[config.mk]
export PLATFORM = sky130hd
export DESIGN_NAME = srcp_core
export DESIGN_NICKNAME = d
export VERILOG_FILES = /design/src/core/srcp_core.v /design/src/core/srcp_frame.v
export VERILOG_INCLUDE_DIRS = /design/src /design/src/core
export SDC_FILE = /design/constraint.sdc
export NUM_CORES = 1
export LEC_CHECK = 0
export BUFFER_PORTS_ARGS = -buffer_cell sky130_fd_sc_hd__buf_2
export CAP_MARGIN = 0
export CORE_AREA = 5 5 181 148
export CTS_CLUSTER_SIZE = 28
export DETAILED_ROUTE_END_ITERATION = 8
export DIE_AREA = 0 0 186 153
export GPL_TIMING_DRIVEN = 0
export PLACE_DENSITY = 0.75
export RECOVER_POWER = 25
export SLEW_MARGIN = 0
export SYNTH_ARGS = -nofsm -noshare
export SYNTH_HDL_FRONTEND = slang
export SYNTH_SLANG_ARGS = --single-unit
[constraint.sdc]
create_clock -name clock -period 2.3 [get_ports clock]
set_input_delay 0.115 -clock clock [delete_from_list [all_inputs] [get_ports clock]]
set_output_delay 0.115 -clock clock [all_outputs]
set_load 0.01 [all_outputs]
[src/core/srcp_map.vh]
// offsets, field codes, reset values and counts of the record command block
`ifndef SRCP_MAP_VH
`define SRCP_MAP_VH
// register offsets on the plain register port
`define SRCP_OFS_CMD 4'h0
`define SRCP_OFS_STATUS 4'h4
`define SRCP_OFS_FLAGS 4'h8
// flag register bit positions
`define SRCP_FLG_ACCEPT 0
`define SRCP_FLG_RESP 1
`define SRCP_FLG_RXRDY 2
`define SRCP_FLG_REC 3
`define SRCP_FLG_VAD 4
`define SRCP_FLG_POLL 5
`define SRCP_FLG_RATE_LO 8
// command and status words
`define SRCP_CMD_IDLE 16'h0000
`define SRCP_CMD_STOP 16'h5120
`define SRCP_CMD_POLL 16'h5102
`define SRCP_CMD_VAD 16'h513e
`define SRCP_CMD_RATE_HI 12'h513
`define SRCP_CMD_REC1_HI 14'h0700
`define SRCP_CMD_XFER_HI 8'h10
`define SRCP_STS_ZERO 16'h0000
`define SRCP_STS_PEAK 16'h0010
// rate codes and their reset value
`define SRCP_RATE_85 4'h0
`define SRCP_RATE_63 4'h1
`define SRCP_RATE_53 4'h2
`define SRCP_RATE_48 4'h3
`define SRCP_RATE_41 4'h4
`define SRCP_RATE_RST 4'h0
// frame sizes in 16-bit words
`define SRCP_FS_85 5'h10
`define SRCP_FS_63 5'h0c
`define SRCP_FS_53 5'h0a
`define SRCP_FS_48 5'h09
`define SRCP_FS_41 5'h08
`define SRCP_BUF_WORDS 16
// frame ends to wait before the first record answer
`define SRCP_SYNC_FRAMES 2'h2
`endif

[src/core/srcp_core.v]
// record command interpreter with status handshake and word drain
`timescale 1ns/100ps
`default_nettype none
`include "srcp_map.vh"
// Summary of operation
// - rate command 5130-5134 echoed in status, reserved codes answer zero
// - rate codes map to 16,12,10,9,8 words
// - rate resets to 8.5, held until changed
// - sixteen word buffer holds one waiting frame
// - command only when accepted, read clears valid
// - poll sync command 5102 is echoed
// - first record word syncs, then echoes
// - second record word returns peak digit
// - third word grants count, opens window
// - each transfer command returns one word
// - window closes after last granted word
// - vad off at reset, 513E enables, echoed
// - frame length fixed, short frames zero padded
// - 6.3/5.3 switching keeps twelve word frames
// - unsupported switch answers zero, rate kept
// - playback frame bits examined only 6.3/5.3
// - frame type bits 00,01,10,11 decoded
// - idle or stop ends record, clears ready
module srcp_core (
   // clock and reset
   input wire clock,
   input wire reset_n,
   // register port
   input wire [3:0] reg_addr,
   input wire [15:0] reg_wdata,
   input wire reg_wr,
   input wire reg_rd,
   output reg [15:0] reg_rdata_r,
   // encoder frame source
   input wire enc_valid,
   input wire [15:0] enc_word,
   input wire enc_end,
   input wire enc_peak,
   // playback first word of each frame
   input wire play_first_valid,
   input wire [1:0] play_first_bits,
   // outputs
   output reg transfer_window_n_r,
   output reg [1:0] transfer_path_sel_r,
   output reg [1:0] play_type_r,
   output reg play_typed_r,
   output reg vad_en_r,
   output reg recording_r
);
   // ****************************************
   // states and local declarations
   // ****************************************
   // record phases: idle, sync, peak poll, count request
   localparam ST_IDLE = 2'b00;
   localparam ST_SYNC = 2'b01;
   localparam ST_C2 = 2'b10;
   localparam ST_C3 = 2'b11;

   reg [1:0] state_r;
   reg [1:0] state_nxt;
   reg data_phase_r;
   reg [3:0] rate_r;
   reg [4:0] sess_words_r;
   reg [4:0] left_r;
   reg [3:0] rd_idx_r;
   reg [1:0] sync_cnt_r;
   reg resp_valid_r;
   reg [15:0] status_r;
   reg poll_sync_r;
   reg peak_r;
   wire frame_full;
   wire [15:0] frame_word;
   wire cmd_ok;
   wire [15:0] flags;
   wire sync_done;
   reg release_frame;

   // frame size for a rate code, zero for reserved codes
   function [4:0] srcp_words;
      input [3:0] code;
      begin
         case (code)
            `SRCP_RATE_85: srcp_words = `SRCP_FS_85;
            `SRCP_RATE_63: srcp_words = `SRCP_FS_63;
            `SRCP_RATE_53: srcp_words = `SRCP_FS_53;
            `SRCP_RATE_48: srcp_words = `SRCP_FS_48;
            `SRCP_RATE_41: srcp_words = `SRCP_FS_41;
            default: srcp_words = 5'h00;
         endcase
      end
   endfunction

   // true for the two rates that may switch on the fly
   function srcp_g723;
      input [3:0] code;
      begin
         srcp_g723 = (code == `SRCP_RATE_63) || (code == `SRCP_RATE_53);
      end
   endfunction

   // ****************************************
   // frame store
   // ****************************************
   // one waiting frame, short frames read back zero padded
   srcp_frame u_frame (
      .clock(clock),
      .reset_n(reset_n),
      .clear(!recording_r || state_r == ST_SYNC),
      .release_frame(release_frame),
      .enc_valid(enc_valid),
      .enc_word(enc_word),
      .enc_end(enc_end),
      .rd_idx(rd_idx_r),
      .rd_word(frame_word),
      .full_r(frame_full)
   );

   // a command is taken only while no answer is pending or syncing
   assign cmd_ok = !resp_valid_r && state_r != ST_SYNC;
   assign flags = {4'h0, rate_r, 2'b00, poll_sync_r, vad_en_r,
                   recording_r, frame_full, resp_valid_r, cmd_ok};
   // last frame end of the synchronisation wait
   assign sync_done = state_r == ST_SYNC && enc_end &&
                      sync_cnt_r == `SRCP_SYNC_FRAMES - 2'b01;

   // ****************************************
   // command interpreter
   // ****************************************
   always @(posedge clock or negedge reset_n) begin
      if (!reset_n) begin
         state_r <= ST_IDLE;
         data_phase_r <= 1'b0;
         rate_r <= `SRCP_RATE_RST;
         sess_words_r <= `SRCP_FS_85;
         left_r <= 5'h00;
         rd_idx_r <= 4'h0;
         sync_cnt_r <= 2'b00;
         status_r <= 16'h0000;
         poll_sync_r <= 1'b0;
         vad_en_r <= 1'b0;
         recording_r <= 1'b0;
         transfer_window_n_r <= 1'b1;
         transfer_path_sel_r <= 2'b00;
         peak_r <= 1'b0;
         release_frame <= 1'b0;
      end else begin
         release_frame <= 1'b0;
         if (enc_end && recording_r)
            peak_r <= enc_peak; // level flag of the newest frame
         // synchronise for one to two frame periods
         if (state_r == ST_SYNC && enc_end) begin
            if (sync_done) begin
               state_r <= state_nxt;
               sync_cnt_r <= 2'b00;
            end else begin
               sync_cnt_r <= sync_cnt_r + 2'b01;
            end
         end
         // decode one accepted command word
         if (reg_wr && reg_addr == `SRCP_OFS_CMD && cmd_ok) begin
            status_r <= reg_wdata;
            if (reg_wdata == `SRCP_CMD_IDLE || reg_wdata == `SRCP_CMD_STOP)
            begin
               // ends record and drops any waiting frame
               recording_r <= 1'b0;
               state_r <= ST_IDLE;
               data_phase_r <= 1'b0;
               transfer_window_n_r <= 1'b1;
            end else if (reg_wdata[15:4] == `SRCP_CMD_RATE_HI &&
                         reg_wdata[3:0] != 4'he) begin
               if (srcp_words(reg_wdata[3:0]) == 5'h00)
                  status_r <= `SRCP_STS_ZERO;
               else if (recording_r && !(srcp_g723(rate_r) &&
                        srcp_g723(reg_wdata[3:0]) &&
                        sess_words_r == `SRCP_FS_63))
                  status_r <= `SRCP_STS_ZERO;
               else
                  rate_r <= reg_wdata[3:0];
            end else if (reg_wdata == `SRCP_CMD_VAD) begin
               vad_en_r <= 1'b1;
            end else if (reg_wdata == `SRCP_CMD_POLL) begin
               poll_sync_r <= 1'b1;
            end else if (state_r == ST_IDLE &&
                         reg_wdata[15:2] == `SRCP_CMD_REC1_HI) begin
               // session word count fixed by the rate at start
               recording_r <= 1'b1;
               state_r <= ST_SYNC;
               sess_words_r <= srcp_words(rate_r);
               transfer_path_sel_r <= reg_wdata[1:0];
               sync_cnt_r <= 2'b00;
            end else if (recording_r &&
                         reg_wdata[15:8] == `SRCP_CMD_XFER_HI) begin
               if (data_phase_r) begin
                  // one speech word per transfer command
                  status_r <= frame_word;
                  rd_idx_r <= rd_idx_r + 4'h1;
                  left_r <= left_r - 5'h01;
                  if (left_r == 5'h01) begin
                     data_phase_r <= 1'b0;
                     transfer_window_n_r <= 1'b1;
                     release_frame <= 1'b1;
                     state_r <= ST_C2;
                  end
               end else if (state_r == ST_C2) begin
                  status_r <= {`SRCP_CMD_XFER_HI, 8'h00} |
                     (peak_r ? `SRCP_STS_PEAK : 16'h0000);
                  state_r <= ST_C3;
               end else begin
                  // grant a whole frame or nothing
                  if (frame_full && reg_wdata[7:0] != 8'h00) begin
                     status_r <= {`SRCP_CMD_XFER_HI, 3'b000,
                                  sess_words_r};
                     left_r <= sess_words_r;
                     rd_idx_r <= 4'h0;
                     data_phase_r <= 1'b1;
                     transfer_window_n_r <= 1'b0;
                  end else begin
                     status_r <= {`SRCP_CMD_XFER_HI, 8'h00};
                     state_r <= ST_C2;
                  end
               end
            end else begin
               status_r <= `SRCP_STS_ZERO; // unknown command
            end
         end
      end
   end

   // ****************************************
   // sync step of the record phases
   // ****************************************
   // leaves sync once the configured count of frame ends has passed
   always @* begin
      state_nxt = state_r;
      case (state_r)
         ST_IDLE: state_nxt = ST_IDLE;
         ST_SYNC: begin
            if (sync_done)
               state_nxt = ST_C2;
         end
         ST_C2: state_nxt = ST_C2;
         ST_C3: state_nxt = ST_C3;
         default: state_nxt = ST_IDLE;
      endcase
   end

   // answer flag: set on command other than record start or on sync end, cleared by status read
   always @(posedge clock or negedge reset_n) begin
      if (!reset_n) begin
         resp_valid_r <= 1'b0;
      end else if ((reg_wr && reg_addr == `SRCP_OFS_CMD && cmd_ok &&
                    !(state_r == ST_IDLE &&
                      reg_wdata[15:2] == `SRCP_CMD_REC1_HI &&
                      reg_wdata[15:4] != `SRCP_CMD_RATE_HI)) ||
                   (state_r == ST_SYNC && enc_end &&
                    sync_cnt_r == `SRCP_SYNC_FRAMES - 2'b01)) begin
         resp_valid_r <= 1'b1; // set wins over the read clear
      end else if (reg_rd && reg_addr == `SRCP_OFS_STATUS) begin
         resp_valid_r <= 1'b0;
      end
   end

   // ****************************************
   // playback frame type
   // ****************************************
   always @(posedge clock or negedge reset_n) begin
      if (!reset_n) begin
         play_type_r <= 2'b00;
         play_typed_r <= 1'b0;
      end else if (play_first_valid) begin
         play_typed_r <= srcp_g723(rate_r);
         // type bits carry meaning only at 6.3 and 5.3
         if (srcp_g723(rate_r))
            play_type_r <= play_first_bits;
         else
            play_type_r <= 2'b00;
      end
   end

   // ****************************************
   // register read port
   // ****************************************
   always @(posedge clock or negedge reset_n) begin
      if (!reset_n) begin
         reg_rdata_r <= 16'h0000;
      end else if (reg_rd) begin
         case (reg_addr)
            `SRCP_OFS_STATUS: reg_rdata_r <= status_r;
            `SRCP_OFS_FLAGS: reg_rdata_r <= flags;
            default: reg_rdata_r <= 16'h0000;
         endcase
      end else begin
         // idle cycles drive zero read data
         reg_rdata_r <= 16'h0000;
      end
   end
endmodule // srcp_core
`default_nettype wire

[src/core/srcp_frame.v]
// single compressed frame store with zero padding on read-out
`timescale 1ns/100ps
`default_nettype none
`include "srcp_map.vh"
module srcp_frame (
   // clock and reset
   input wire clock,
   input wire reset_n,
   // control
   input wire clear,
   input wire release_frame,
   // encoder side
   input wire enc_valid,
   input wire [15:0] enc_word,
   input wire enc_end,
   // read side
   input wire [3:0] rd_idx,
   output wire [15:0] rd_word,
   output reg full_r
);
   reg [15:0] mem [0:`SRCP_BUF_WORDS-1];
   reg [4:0] count_r;

   // words are taken only while no finished frame waits
   always @(posedge clock or negedge reset_n) begin
      if (!reset_n) begin
         count_r <= 5'h00;
         full_r <= 1'b0;
      end else if (clear || release_frame) begin
         count_r <= 5'h00;
         full_r <= 1'b0;
      end else if (!full_r) begin
         if (enc_valid && count_r < `SRCP_BUF_WORDS)
            count_r <= count_r + 5'h01;
         if (enc_end)
            full_r <= 1'b1;
      end
   end

   // storage array has no reset
   always @(posedge clock) begin
      if (!full_r && enc_valid && count_r < `SRCP_BUF_WORDS)
         mem[count_r[3:0]] <= enc_word;
   end

   // words past the encoded ones read as zero padding
   assign rd_word = ({1'b0, rd_idx} < count_r) ? mem[rd_idx] : 16'h0000;
endmodule // srcp_frame
`default_nettype wire

=== Yosys cells after proc, flatten, opt, wreduce, memory -nomap -nowiden ===
Memories as Yosys holds them, arrays and structs flattened.
Index checks and enable logic that the tools add are counted.

* Bits in registers: 73
* RAM bits: 256
* Input bits: 46
* Output and inout bits: 24
* Logic and storage cells: 214
* Memories kept: 1

* Add/sub/neg operators: 4
* $lt $le $gt $ge: 2
* Equal/unequal tests: 33
* Muxes and demuxes: 93
* Bitwise gates (word level): 7
* Reductions and logical operators: 53

{| class="wikitable"
|+ Memory list
! name !! depth !! bits a word !! rd ports !! clocked after memory_dff !! wr ports !! RTL line !! source
|-
| u_frame.mem || 16 || 16 || 1 || 0 || 1 || srcp_frame.v:21 || <nowiki>reg [15:0] mem [0:`SRCP_BUF_WORDS-1];</nowiki>
|}

{| class="wikitable"
|+ Operator list
! cell !! count
|-
| $mux W16 || 11
|-
| $mux W5 || 12
|-
| $pmux W5 S5 || 2
|-
| $eq A16 B15 Y1 const B || 3
|-
| $mux W2 || 22
|-
| $mux W1 || 41
|-
| $pmux W16 S2 || 1
|-
| $logic_and A1 B1 Y1 || 19
|-
| $reduce_and A9 Y1 || 2
|-
| $eq A4 B2 Y1 const B || 4
|-
| $logic_not A16 Y1 || 1
|-
| $reduce_and A5 Y1 || 3
|-
| $eq A14 B11 Y1 const B || 1
|-
| $eq A12 B11 Y1 const B || 1
|-
| $eq A4 B3 Y1 const B || 3
|-
| $logic_not A4 Y1 || 3
|-
| $mux W4 || 3
|-
| $ne A12 B11 Y1 const B || 1
|-
| $ne A2 B2 Y1 const B || 6
|-
| $reduce_and A6 Y1 || 2
|-
| $reduce_bool A2 Y1 || 5
|-
| $eq A4 B1 Y1 const B || 2
|-
| $eq A8 B5 Y1 const B || 1
|-
| $reduce_bool A8 Y1 || 1
|-
| 25 further kinds || 42
|}

=== Longest topological paths before layout ===
Gate-level depths: netlist of run 1.

* Word-level depth: 15
* Gate-level depth with buffers: 10
* Gate-level depth less buffers: 8

=== Hierarchy ===
Synthesis of run 1 repeated with hierarchy kept, for this count alone.

* Cells, all modules: 821
* Area, all modules: 14119.8 µm²

{| class="wikitable"
|+ By module, submodules not included
! module !! times used !! cells an instance !! area an instance (µm²) !! sequential area each (µm²)
|-
| srcp_frame || 1 || 469 || 10572.6 || 7837.5
|-
| srcp_core || 1 || 352 || 3547.2 || 1679.1
|}

=== Worst setup path before layout of run 1 ===
No wires, ideal clock.

* Path kind: reg-to-reg
* Start point: register u_frame.full_r
* End point: memory u_frame.mem[3][0], enable pin
* Library setup time: 0.409 ns
* Arrival: 2.153 ns
* Required time: 1.891 ns
* Setup slack: -0.263 ns
* Stages on the path, launching flop included: 6
* Buffers on the path: 1
* Clock period less this slack: 2.563 ns
* Path through: dfrtp_1 > inv_1 > and3_1 > clkbuf_1 > nand2_1 > nor3_1

* Longest elaborated chain between the ends: 5

{| class="wikitable"
|+ Ends and longest elaborated chain
! element !! RTL line !! source
|-
| from (decl) || srcp_frame.v:19 || <nowiki>output reg full_r</nowiki>
|-
| from (signal assigned) || srcp_frame.v:28 || <nowiki>full_r <= 1'b0;</nowiki>
|-
| from (signal assigned) || srcp_frame.v:31 || <nowiki>full_r <= 1'b0;</nowiki>
|-
| from (signal assigned) || srcp_frame.v:36 || <nowiki>full_r <= 1'b1;</nowiki>
|-
| $logic_not A1 Y1 || n/a ||
|-
| $logic_and A1 B1 Y1 || srcp_frame.v:42 || <nowiki>if (!full_r && enc_valid && count_r < `SRCP_BUF_WORDS)</nowiki>
|-
| $logic_and A1 B1 Y1 (no line) || n/a ||
|-
| $mux W1 || srcp_frame.v:42 ||
|-
| $mux W1 (not written as such) || srcp_frame.v:43 || <nowiki>mem[count_r[3:0]] <= enc_word;</nowiki>
|-
| to (decl) || srcp_frame.v:21 ||
|}

Every way passes these cells.

=== Final worst setup path of run 1 ===
* Start point: register rd_idx_r[0]
* End point: register status_r[12]

* Longest elaborated chain between the ends: 9
* Elaborated cells between the ends (all ways): 10
* Those cells by class: 1 x order compare; 8 x mux; 1 x memory

{| class="wikitable"
|+ Ends and longest elaborated chain
! element !! RTL line !! source
|-
| from (decl) || srcp_core.v:65 || <nowiki>reg [3:0] rd_idx_r;</nowiki>
|-
| from (signal assigned) || srcp_core.v:196 || <nowiki>rd_idx_r <= rd_idx_r + 4'h1;</nowiki>
|-
| $mem_v2 Z16 W16 / $lt A4 B5 Y1 (equally long branches) || n/a ||
|-
| $mux W16 (*) || srcp_frame.v:47 || <nowiki>assign rd_word = ({1'b0, rd_idx} < count_r) ? mem[rd_idx] : 16'h0000;</nowiki>
|-
| $mux W16 (*) || srcp_core.v:193 || <nowiki>if (data_phase_r) begin</nowiki>
|-
| $mux W16 (*) || srcp_core.v:191 || <nowiki>end else if (recording_r &&</nowiki>
|-
| $mux W16 (*) || srcp_core.v:183 || <nowiki>end else if (state_r == ST_IDLE &&</nowiki>
|-
| $mux W16 (*) || srcp_core.v:181 || <nowiki>end else if (reg_wdata == `SRCP_CMD_POLL) begin</nowiki>
|-
| $mux W16 (*) || srcp_core.v:179 || <nowiki>end else if (reg_wdata == `SRCP_CMD_VAD) begin</nowiki>
|-
| $mux W16 (*) || srcp_core.v:169 || <nowiki>end else if (reg_wdata[15:4] == `SRCP_CMD_RATE_HI &&</nowiki>
|-
| $mux W16 (*) || srcp_core.v:162 || <nowiki>if (reg_wdata == `SRCP_CMD_IDLE || reg_wdata == `SRCP_CMD_STOP)</nowiki>
|-
| to (signal assigned) || srcp_core.v:161 || <nowiki>status_r <= reg_wdata;</nowiki>
|-
| to (signal assigned) || srcp_core.v:172 || <nowiki>status_r <= `SRCP_STS_ZERO;</nowiki>
|-
| to (signal assigned) || srcp_core.v:176 || <nowiki>status_r <= `SRCP_STS_ZERO;</nowiki>
|-
| to (decl) || srcp_core.v:68 || <nowiki>reg [15:0] status_r;</nowiki>
|}

Every way passes the cells marked *; elsewhere a longest branch is shown, timed or not.
A chain may end at the register's enable or synchronous reset.

==> key figures, run 1 <==
Global routing
  – First-pass GRT wire length: 51700 microns
  – GRT Util Overall: between 20% and 30%
  – Largest net degree at the start of global routing: slightly below 60
  – Gr ovfl total: 0
  – Antenna violations before repair: 0
  – Vias in the first global route: just over 8000

Min path
  – Hold WC Path Type: input port to flip-flop
  – Worst hold start: reg_addr[3]
  – Hold EP: resp_valid_r
  – Hold Path Depth: 5

Worst setup path
  – Crit path max fanout: 6
  – Worst Setup End Kind: flip-flop
  – Crit path largest cell delay: 500 ps
  – CP required: ~2800 ps
  – R2R depth: 9
  – Worst reg2reg path endpoint: status_r[12]
  – RR Startpoint: rd_idx_r[0]
  – Slowest stage cell, crit path: mux4_2
  – Crit path kind: flip-flop to flip-flop
  – Arrival @ worst endpoint: approximately 2900 ps
  – CP most frequent cell: buf_6
  – Worst-path cell chain: buf_6, buf_12, buf_6, mux4_2, nor2b_1, a211oi_1, a21oi_1, a21bo_2, a32o_1
  – Reg-to-reg slack, setup: -130 ps
  – Startpoint Class: flip-flop

Timing
  – Post-Route Setup TNS: -448 ps
  – Final Cycle Share: 106%
  – Fin worst setup slack: -130 ps
  – Worst Tran Pin Value: roughly 1600 ps
  – Clock Skew: between 20 and 25 ps
  – Fin. Hold Viols: 0
  – Slew Viols, Final: 59
  – Setup-failing EPs final: 11
  – RSZ-0062 raised after global routing: yes
  – Slew HR: -5.12%
  – Fmax: approximately 410 MHz
  – Post-route minimum period: between 2000 and 2500 ps

Clocking
  – Clock sink count: roughly 330
  – Root buffer cell: clkbuf_16
  – Clk buf depth: 3
  – H-Tree Level Count: 1
  – Clock Latency Late Sink: about 570 ps
  – CTS tree: done
  – CTS Buf Count: 31
  – Clock-pin transition on the worst setup and hold timing paths: roughly 70 ps

Drt
  – 1st-pass router iterations: 6
  – Post-DR wirelength/cell: 26.9 microns
  – Final ANT Viol Nets: 0
  – # DRC: 0
  – 1st-iter DRT viols: 861
  – Vias per cell: slightly above 6
  – Via count: 8223
  – DRT Wirelength: between 30000 and 40000 microns

Power and ir drop
  – Power share of the combinational group: 2.6%
  – Switching part of the total: about a fifth
  – Int Pwr: around 9.4 mW
  – Sw power: about 2.4 mW
  – Seq pwr share: a little under three fifths
  – Leakage: between 5 and 6 nW
  – Clock share of power: about 42%
  – Worst vdd ir: 0.758 mV
  – Design Power: roughly 12 mW
  – Cell Pwr Density: between 700 and 800 nW/um^2

Cells and area
  – # fillers: between 1500 and 2000
  – Post-Layout Cell Count: 1323
  – Share of layout cells above drive strength 1: between 30% and 40%
  – Most frequent cells in the layout: 256 x edfxtp_1, 77 x mux4_2, 65 x dfrtp_1, 60 x buf_2, 55 x nand2_1
  – FF+latch area: between 9000 and 10000 sq um
  – Diodes inserted: 0
  – Area delta synth->final: 24.1%
  – Area of the multi-input gates: between 3000 and 4000 sq um
  – Most common cell after layout, fill and taps aside: edfxtp_1
  – Final #Nets: a little over 1000

Logic synthesis
  – Main combinational cell family by area after synthesis: multiplexers
  – Synthesized area: ~13000 sq um
  – Post-synthesis adder-cell area fraction: less than 1%
  – Sequential share of the synthesized area: a little under three quarters
  – Synthesized flop and latch total: approximately 330
  – Syn Inst Count: between 700 and 800
  – Post-synthesis xor/xnor area fraction: less than 1%
  – Syn nets: around 830
  – Post-synthesis compound-gate area fraction: just under 5%
  – Synth Flop Type: edfxtp_1
  – Synth Area in Simple Gates: 7.40%
  – Yosys cell types: 63
  – Ys Warns: 0
  – Async SR Flop Fraction: 22.2%
  – Number of synthesized flops with an enable pin: between 200 and 300
  – Post-Syn Area per Cell: between 15 and 20 sq um
  – Mux cell area share after synthesis: around 14%

Placement
  – # placed instances: roughly 1200
  – # port buffers: 68
  – Post-DP HPWL: ~21000 microns
  – Gpl congestion: approximately 0.92

Floorplanning
  – Die area: between 20000 and 30000 sq um
  – Chip height: roughly 150 microns
  – Starting density of the core: about 54%
  – Chip width: 186 microns
  – Num rows: 52
  – Floorplan core area: approximately 25000 sq um
  – Ports: 70

Outcome
  – Violated checks: capacitance limit, slew limit, setup timing
  – Outcome: complete, but fails checks

Flow run
  – Max_cap viols: 1
==> metrics by stage <==
step                hold WS (ps)  worst slack, ps  area (sq um)  utilization (%)
floorplan                   -181             38.4         13500                -
global placement             353            -1050         14200             57.1
detailed placement         -10.4             -713         14600             58.7
CTS                         46.6             -194         16400             66.0
global route                89.8             -181         16700             67.0
finish                      74.4             -130         16700             67.0
==> cell usage after synthesis (all sizes together) (3+ instances only) <==
library cell	count	area share, %
o31ai	5	0.28
nor4	3	0.23
mux4	77	13
xnor2	6	0.39
dfrtp	71	13
nor3b	3	0.20
buf	17	0.58
nor3	13	0.52
a31oi	4	0.19
o22ai	5	0.23
ha	10	0.93
mux2i	6	0.45
nand3	15	0.56
nor2b	6	0.28
a211oi	5	0.37
o21ai	16	0.60
mux2	6	0.50
and2	8	0.37
nand4	9	0.47
nor2	52	1.5
a21oi	20	0.75
clkbuf	18	0.50
or4	3	0.17
a32oi	3	0.20
a22o	10	0.65
or2	5	0.23
inv	18	0.50
and3	3	0.14
a221oi	6	0.39
edfxtp	256	57
nand2b	5	0.23
a21o	6	0.34
nand3b	3	0.17
nand2	59	1.6
==> power groups by stage <==
stage	clock [mW]	combinational [mW]	sequential [mW]
detailed placement	0	0.256	6.60
global route	5.31	0.334	6.48
CTS	5.00	0.306	6.48
finish	4.98	0.308	6.48
global placement	0	0.233	6.60
floorplan	0	0.0827	6.60
==> repair_timing <==
action / CTS / global route
setup buffers: 20 / 26
gates cloned: 2 / 1
gates resized for setup: 70 / 35
hold buffers: 35 / 0
hold endpoints to repair: 348 / 0
pin swaps: 14 / 18
endpoints found under the setup margin: 208 / 218
==> cell families (layout without fill, tap and decap cells) <==
kind of cell             after synthesis  after routing
AO/OA/AOI/OAI                         93             93
XOR/XNOR                               7              7
adder cells (fa/ha/maj)               10             10
buffers and inverters                 53            274
flip-flops                           329            329
multiplexers                          89             89
AND/OR/NAND/NOR                      197            197
==> worst max-delay path by stage <==
stage / slack [ps] / endpoint / depth (start not counted) / from
detailed placement: -710 / status_r[8] / 10 / u_frame.count_r[2]
floorplan: 40 / status_r[14] / 6 / rd_idx_r[0]
global route: -180 / status_r[0] / 7 / rd_idx_r[0]
global placement: -1050 / u_frame.mem[11][10] / 5 / u_frame.full_r
finish: -130 / status_r[12] / 9 / rd_idx_r[0]
CTS: -190 / u_frame.mem[9][10] / 6 / u_frame.full_r
==> layout make-up <==
cell class                 count  area share [%]
buffer                        33            1.82
inverter                      18           0.405
timing repair buffer         165            8.59
multi-input combinational    396            23.6
sequential                   329            57.2
tap                          324            2.43
clock buffer                  40            5.05
clock inverter                18           0.916
==> registers in the layout, indices dropped and copies added, names as in the netlist, 2 cells and up <==
| signal | cells |
|---|---|
| sync_cnt_r | 2 |
| sess_words_r | 5 |
| u_frame.mem | 256 |
| transfer_path_sel_r | 2 |
| rate_r | 4 |
| state_r | 2 |
| play_type_r | 2 |
| u_frame.count_r | 5 |
| reg_rdata_r | 16 |
| rd_idx_r | 4 |
| left_r | 5 |
| status_r | 16 |
==> layer usage <==
| layer | up-vias | wire length (microns) | GRT usage [%] |
|---|---|---|---|
| met5 | - | 0 | 0 |
| met4 | 0 | 980 | 5.83 |
| met3 | 74 | 3340 | 5.04 |
| met2 | 475 | 17100 | 38.4 |
| met1 | 4189 | 14200 | 35.8 |
| li1 | 3485 | - | - |
==> worst max-delay path: cells and delay by family, from the launching register on <==
kind | cells | cell delay (ps)
AO/OA/AOI/OAI | 4 | 820
multiplexers | 1 | 500
buffers and inverters | 3 | 410
flip-flops | 1 | 410
AND/OR/NAND/NOR | 1 | 150
No activity file was read; power rests on OpenSTA's default activity.
==> inputs of run 2 (changes only) <==
==> constraint.sdc (replaced) <==
create_clock -name clock -period 2.3 [get_ports clock]
set_input_delay 0.69 -clock clock [delete_from_list [all_inputs] [get_ports clock]]
set_output_delay 0.69 -clock clock [all_outputs]
set_load 0.01 [all_outputs]
==> run 2 against run 1 <==
  * Core utilization down 1.2 points
  * Critical path depth decreased by 3
  * Clock skew increased by 6.0 ps
  * Clock power grew 2%
  * Global-route usage is 1.5 points lower
  * Routed wire length shrank 3.8%
  * Cell area is 1.8% lower
  * Count of clock-buffer cells in the layout increased by 7
  * Worst hold slack gained 280 ps
  * Register-to-register slack better by 50 ps
  * Non-clock buffer count is 44 lower
  * The run ends with setup timing left
==> key figures, run 2 (synthesized netlist as in run 1, its figures left out) <==
Drt
  – Final ANT Viol Nets: 0
  – 1st-pass router iterations: 6
  – WL met2: roughly 16000 microns
  – Detail Route met3 WL: 3530 microns
  – Wire length on met1: between 10000 and 15000 microns
  – # DRC: 0
  – Vias per cell: approximately 6.2
  – Post-DR wirelength/cell: ~27 microns
  – Top Metal Used: met4
  – DRT Wirelength: between 30000 and 40000 microns
  – 1st-iter DRT viols: between 900 and 1000
  – Via count: 7992

Timing
  – RSZ-0062 raised after global routing: yes
  – Slew Viols, Final: 0
  – Fin. Hold Viols: 0
  – Worst Tran Pin Value: 1320 ps
  – Post-Route Setup TNS: -1810 ps
  – Clock Skew: roughly 27 ps
  – Fmax: roughly 420 MHz
  – Post-route minimum period: roughly 2400 ps
  – Setup-failing EPs final: 41
  – Fin worst setup slack: -84.6 ps
  – Final Cycle Share: 104%
  – Slew HR: 11.7%
  – Min Hold Slack: ~350 ps

Clocking
  – Clock-pin transition on the worst setup and hold timing paths: 60 ps
  – Clock Latency Late Sink: roughly 570 ps
  – Root buffer cell: clkbuf_16
  – Clk buf depth: 3
  – Clock sink count: ~330
  – CTS tree: done
  – CTS Buf Count: 31
  – H-Tree Level Count: 1

Cells and area
  – # fillers: roughly 1600
  – Fin area: approximately 16000 sq um
  – Diodes inserted: 0
  – Most frequent cells in the layout: 256 x edfxtp_1, 77 x mux4_2, 64 x dfrtp_1, 57 x buf_2, 56 x nand2_1
  – Util after Layout: 65.9%
  – Area of the multi-input gates: a little over 4000 sq um
  – Max FFs per register: 256
  – Area delta synth->final: 21.9%
  – Final #Nets: approximately 1000
  – Share of layout cells above drive strength 1: 34.5%
  – FF+latch area: between 9000 and 10000 sq um
  – Most common cell after layout, fill and taps aside: edfxtp_1
  – Post-Layout Cell Count: between 1000 and 1500

Min path
  – Hold WC Path Type: input port to flip-flop

Power and ir drop
  – Int Pwr: ~9.5 mW
  – Seq pwr share: 54.8%
  – Cell Pwr Density: 722 nW/um^2
  – Sw power: 2.35 mW
  – Leakage: around 5.7 nW
  – Switching part of the total: roughly a fifth
  – Clock share of power: between 40 and 50%
  – Worst vdd ir: 0.669 mV
  – Power share of the combinational group: 2.3%
  – Design Power: about 12 mW

Global routing
  – Largest net degree at the start of global routing: 66
  – Gr ovfl total: 0
  – Vias in the first global route: between 7000 and 8000
  – GRT Util Overall: between 20% and 30%
  – Antenna violations before repair: 0
  – First-pass GRT wire length: between 40000 and 50000 microns

Floorplanning
  – Floorplan core area: between 20000 and 25000 sq um
  – Starting density of the core: between 50 and 60%
  – Chip width: 186 microns
  – Num rows: between 50 and 60
  – Ports: 70
  – Die area: around 28000 sq um
  – Chip height: 153 microns

Worst setup path
  – Slowest stage cell, crit path: dfrtp_1
  – Crit path largest cell delay: about 440 ps
  – Worst Setup End Kind: flip-flop
  – Worst-path cell chain: inv_1, and3_1, clkbuf_1, nand2_1, nor3_4, buf_8
  – Startpoint Class: flip-flop
  – Arrival @ worst endpoint: 2650 ps
  – Crit path kind: flip-flop to flip-flop
  – CP required: around 2600 ps
  – CP Buf/Inv Count: 3
  – Critical path's top delay family: simple AND/OR/NAND/NOR gates
  – Crit path max fanout: 8
  – Reg-to-reg slack, setup: -80 ps

Outcome
  – Outcome: complete, but fails checks
  – Violated checks: setup timing

Placement
  – Place WS: -729 ps
  – Gpl congestion: just over 0.9
  – # placed instances: about 1200
  – # port buffers: 68
  – Post-DP HPWL: a little over 20000 microns
  – DP Area: about 14000 sq um

Flow run
  – Max_cap viols: 0
run 2: cell count changes in the layout (fill, tap and decap cells not counted), moves of 4 or more:
| cell | previous run | this run |
|---|---|---|
| dlygate4sd3_1 | 35 | 1 |
| buf_4 | 38 | 27 |
| buf_12 | 12 | 21 |
| clkbuf_1 | 24 | 33 |
| buf_8 | 11 | 5 |
| clkinv_1 | 5 | 0 |
| nor2_1 | 38 | 33 |
| nor2_2 | 2 | 6 |
run 2: metal layers:
metal  vias to the layer above  track usage [%]
li1                       3393                -
met1                      4076             35.3
met2                       452             34.3
met3                        71             5.23
met4                         0             4.93
met5                         -                0
run 2: layout make-up:
type	count	area share [%]
plain buffers	34	1.88
clock buffers	47	5.27
inverters	18	0.413
clock inverters	11	0.841
flip-flops and latches	329	58.2
repair buffers	120	6.30
well taps	324	2.48
multi-input cells	396	24.6
run 2: power by group through the flow:
stage / Combinational, mW / Sequential, mW / Clock, mW
CTS: 0.270 / 6.48 / 5.10
global route: 0.299 / 6.48 / 5.42
detailed placement: 0.264 / 6.60 / 0
finish: 0.271 / 6.48 / 5.07
floorplan: 0.0898 / 6.60 / 0
global placement: 0.245 / 6.60 / 0
run 2: timing repair:
action | 4_1_cts | 5_1_grt
buffers inserted | 17 | 26
resized for setup | 52 | 40
gates cloned | 0 | 2
endpoints found under the setup margin | 257 | 195
hold endpoints to repair | 8 | 0
hold buffers | 1 | 0
pin swaps | 4 | 23
run 2: final timing paths:
| kind | startpoint | endpoint | cells after the start |
|---|---|---|---|
| min in group asynchronous | reset_n | play_type_r[1] | 2 |
| min reg2reg | transfer_window_n_r | transfer_window_n_r | 2 |
| max reg2reg | u_frame.full_r | u_frame.mem[2][10] | 6 |
| min | enc_peak | peak_r | 2 |
| max | u_frame.full_r | u_frame.mem[2][10] | 6 |
| max in group asynchronous | reset_n | transfer_window_n_r | 3 |
==> inputs of run 3 (changes only) <==
--- a/config.mk
+++ b/config.mk
@@ -8,14 +8,15 @@
 export LEC_CHECK = 0
 export BUFFER_PORTS_ARGS = -buffer_cell sky130_fd_sc_hd__buf_2
 export CAP_MARGIN = 0
-export CORE_AREA = 5 5 181 148
+export CORE_AREA = 5 5 186 152
 export CTS_CLUSTER_SIZE = 28
 export DETAILED_ROUTE_END_ITERATION = 8
-export DIE_AREA = 0 0 186 153
+export DIE_AREA = 0 0 191 157
 export GPL_TIMING_DRIVEN = 0
 export PLACE_DENSITY = 0.75
 export RECOVER_POWER = 25
 export SLEW_MARGIN = 0
 export SYNTH_ARGS = -nofsm -noshare
 export SYNTH_HDL_FRONTEND = slang
+export SYNTH_HIERARCHICAL = 1
 export SYNTH_SLANG_ARGS = --single-unit
==> run 3 against run 2 <==
  * The flow still finishes with violations (setup timing)
  * Fmax decreased by 0.25%
  * Routed wire length decreased by 0.43%
  * Global-route usage rose by 0.053 points
  * Synthesized cell count increased by 5.5%
  * Register-to-register slack about the same
  * Die area increased by 5.4%
  * Sequential cell count unchanged
  * Worst hold slack lost 23 ps
  * Non-clock buffer count shrank 13
  * Critical path type unchanged
  * Largest cell class unchanged
  * Largest power group unchanged
  * Highest routed layer unchanged
==> key figures, run 3 <==
Drt
  – 1st-pass router iterations: 5
  – Final ANT Viol Nets: 0
  – DRT Wirelength: 34200 microns
  – Post-DR wirelength/cell: 25.5 microns
  – Vias per cell: 6.19
  – 1st-iter DRT viols: about 1200
  – # DRC: 0
  – Via count: between 8000 and 9000

Timing
  – Fin worst setup slack: -90.4 ps
  – Fmax: around 420 MHz
  – RSZ-0062 raised after global routing: yes
  – Post-route minimum period: around 2400 ps
  – Slew HR: a little over a third
  – Slew Viols, Final: 0
  – Clock Skew: around 14 ps
  – Min Hold Slack: about 330 ps
  – Fin. Hold Viols: 0
  – Final Cycle Share: 104%
  – Worst Tran Pin Value: 974 ps
  – Setup-failing EPs final: 6

Worst setup path
  – CP required: around 2700 ps
  – Origin of the worst setup path: rd_idx_r[0]
  – Worst Setup End Kind: flip-flop
  – Arrival @ worst endpoint: 2790 ps
  – R2R depth: 12
  – Startpoint Class: flip-flop
  – Worst reg2reg path endpoint: status_r[1]
  – RR Startpoint: rd_idx_r[0]
  – Crit path max fanout: 6
  – Reg-to-reg slack, setup: -90 ps
  – Crit path kind: flip-flop to flip-flop
  – Crit path to: status_r[1]

Global routing
  – Largest net degree at the start of global routing: 39
  – First-pass GRT wire length: 51300 microns
  – Gr ovfl total: 0
  – GRT Util Overall: 23.0%
  – Vias in the first global route: 8202
  – Antenna violations before repair: 0

Floorplanning
  – Ports: 70
  – Num rows: between 50 and 60
  – Chip width: between 150 and 200 microns
  – Floorplan core area: around 26000 sq um
  – Starting density of the core: 54.2%
  – Die area: 30000 sq um
  – Chip height: 157 microns

Logic synthesis
  – Syn nets: between 800 and 900
  – Most area-consuming cells after synthesis: edfxtp_1 54%, dfrtp_1 13%, mux4_1 6.1%
  – Yosys cell types: 79
  – Syn Inst Count: approximately 820
  – Post-Syn Area per Cell: around 17 sq um
  – Most area-hungry cell type in the Yosys netlist: edfxtp_1
  – Ys Warns: 6
  – Post-synth top area share: a little over half
  – Synthesized area: about 14000 sq um
  – Post-synth top cells: 256 x edfxtp_1, 71 x dfrtp_1, 39 x nor2_1
  – Number of synthesized flops with an enable pin: approximately 260
  – Count leader, synth: edfxtp_1
  – Synth Flop Type: edfxtp_1
  – Synthesized flop and latch total: between 300 and 400
  – Async SR Flop Fraction: between 20% and 30%
  – Sequential share of the synthesized area: 67.4%

Cells and area
  – Final #Nets: 1014
  – Most common cell after layout, fill and taps aside: edfxtp_1
  – Post-Layout Cell Count: between 1000 and 1500
  – Max FFs per register: between 200 and 300
  – Area delta synth->final: 18.3%
  – Most frequent cells in the layout: 256 x edfxtp_1, 68 x dfrtp_1, 63 x buf_2, 37 x mux4_2
  – Diodes inserted: 0
  – Share of layout cells above drive strength 1: approximately a third
  – # fillers: between 1500 and 2000
  – Util after Layout: between 60% and 70%

Placement
  – Gpl congestion: between 0.9 and 1
  – # placed instances: 1255
  – Post-DP HPWL: 21800 microns
  – Place WS: -644 ps
  – # port buffers: 67

Flow run
  – Max_cap viols: 0

Clocking
  – CTS Buf Count: 34
  – Clock Latency Late Sink: ~510 ps
  – # hold bufs at CTS: 0
  – CTS tree: done
  – Root buffer cell: clkbuf_16
  – Clock sink count: about 330
  – Clk buf depth: 3
  – Clock-pin transition on the worst setup and hold timing paths: approximately 60 ps
  – H-Tree Level Count: 2

Power and ir drop
  – Worst vdd ir: between 0.6 and 0.7 mV
  – Leakage: around 5.9 nW
  – Cell Pwr Density: between 800 and 900 nW/um^2
  – Design Power: 14.0 mW

Min path
  – Hold WC Path Type: input port to async pin

Outcome
  – Outcome: complete, but fails checks
  – Violated checks: setup timing
[run 3: changes by cell type after synthesis, sizes merged, moves of 6 or more]
cell / change
a221oi: -6
mux2i: +26
nand2: -20
buf: +11
nor4: +6
clkbuf: -6
a21oi: +14
mux2: +16
and2: +8
mux4: -13
nor2: -13
[run 3: worst max-delay path, stage by stage (launching register included)]
cell and delay (ps):
dfrtp_2 450, buf_12 160, buf_12 130, buf_12 130, buf_4 130, buf_6 100
mux4_2 420, mux2i_1 150, mux2_4 170, a21oi_1 40, nand2_1 100, a21oi_2 60
a211o_1 230
[run 3: routing by layer]
metal,global-route usage [%],vias to the layer above,routed length (microns)
met2,35.5,397,16000
met3,4.48,35,2950
met4,4.24,0,377
met1,35.2,4283,14900
li1,-,3579,-
met5,0,-,0
[run 3: layout make-up]
class | count | area, sq um | area share, %
plain buffers | 39 | 343 | 2.05
clock buffers | 41 | 940 | 5.62
clock inverters | 20 | 229 | 1.37
inverters | 18 | 70.1 | 0.419
multi-input cells | 434 | 4490 | 26.9
flip-flops and latches | 329 | 9520 | 57.0
well taps | 357 | 447 | 2.67
repair buffers | 102 | 671 | 4.01
[run 3: worst min-delay path by stage]
stage                      startpoint           end  slack [ps]  depth (start not counted)
final                         reset_n  play_typed_r         330                          1
after global routing          reset_n  play_typed_r         400                          1
after CTS                     reset_n  play_typed_r         150                          1
after detailed placement  poll_sync_r   poll_sync_r         460                          1
after global placement    poll_sync_r   poll_sync_r         450                          1
after floorplan               reset_n  data_phase_r         390                          0
[run 3: kinds of logic (layout without fill, tap and decap cells)]
family,after synthesis,in the layout,synth area share [%]
xor+xnor,7,7,0.487
flops,329,329,67.4
simple gates,177,177,7.22
compound gates,122,122,6.26
fa+ha+maj,10,10,0.886
buf+inv,58,220,2.48
mux,118,118,15.3
[run 3: metrics by stage]
step	area, sq um	setup TNS (ps)
after global placement	14900	-302800
after global routing	16700	-1200
after floorplan	14100	-46010
after CTS	16500	-490
after detailed placement	15100	-130040
final	16700	-422
[run 3: repair_timing]
action                     in CTS  in global routing
setup endpoints to repair     235                118
setup buffers                  19                  6
pin swaps                       9                  8
resized for setup              43                 43
[run 3: power by group]
group	internal, mW	total [mW]	switching [mW]
clock network	3.48	5.70	2.22
logic	0.543	1.44	0.897
registers	6.64	6.83	0.189
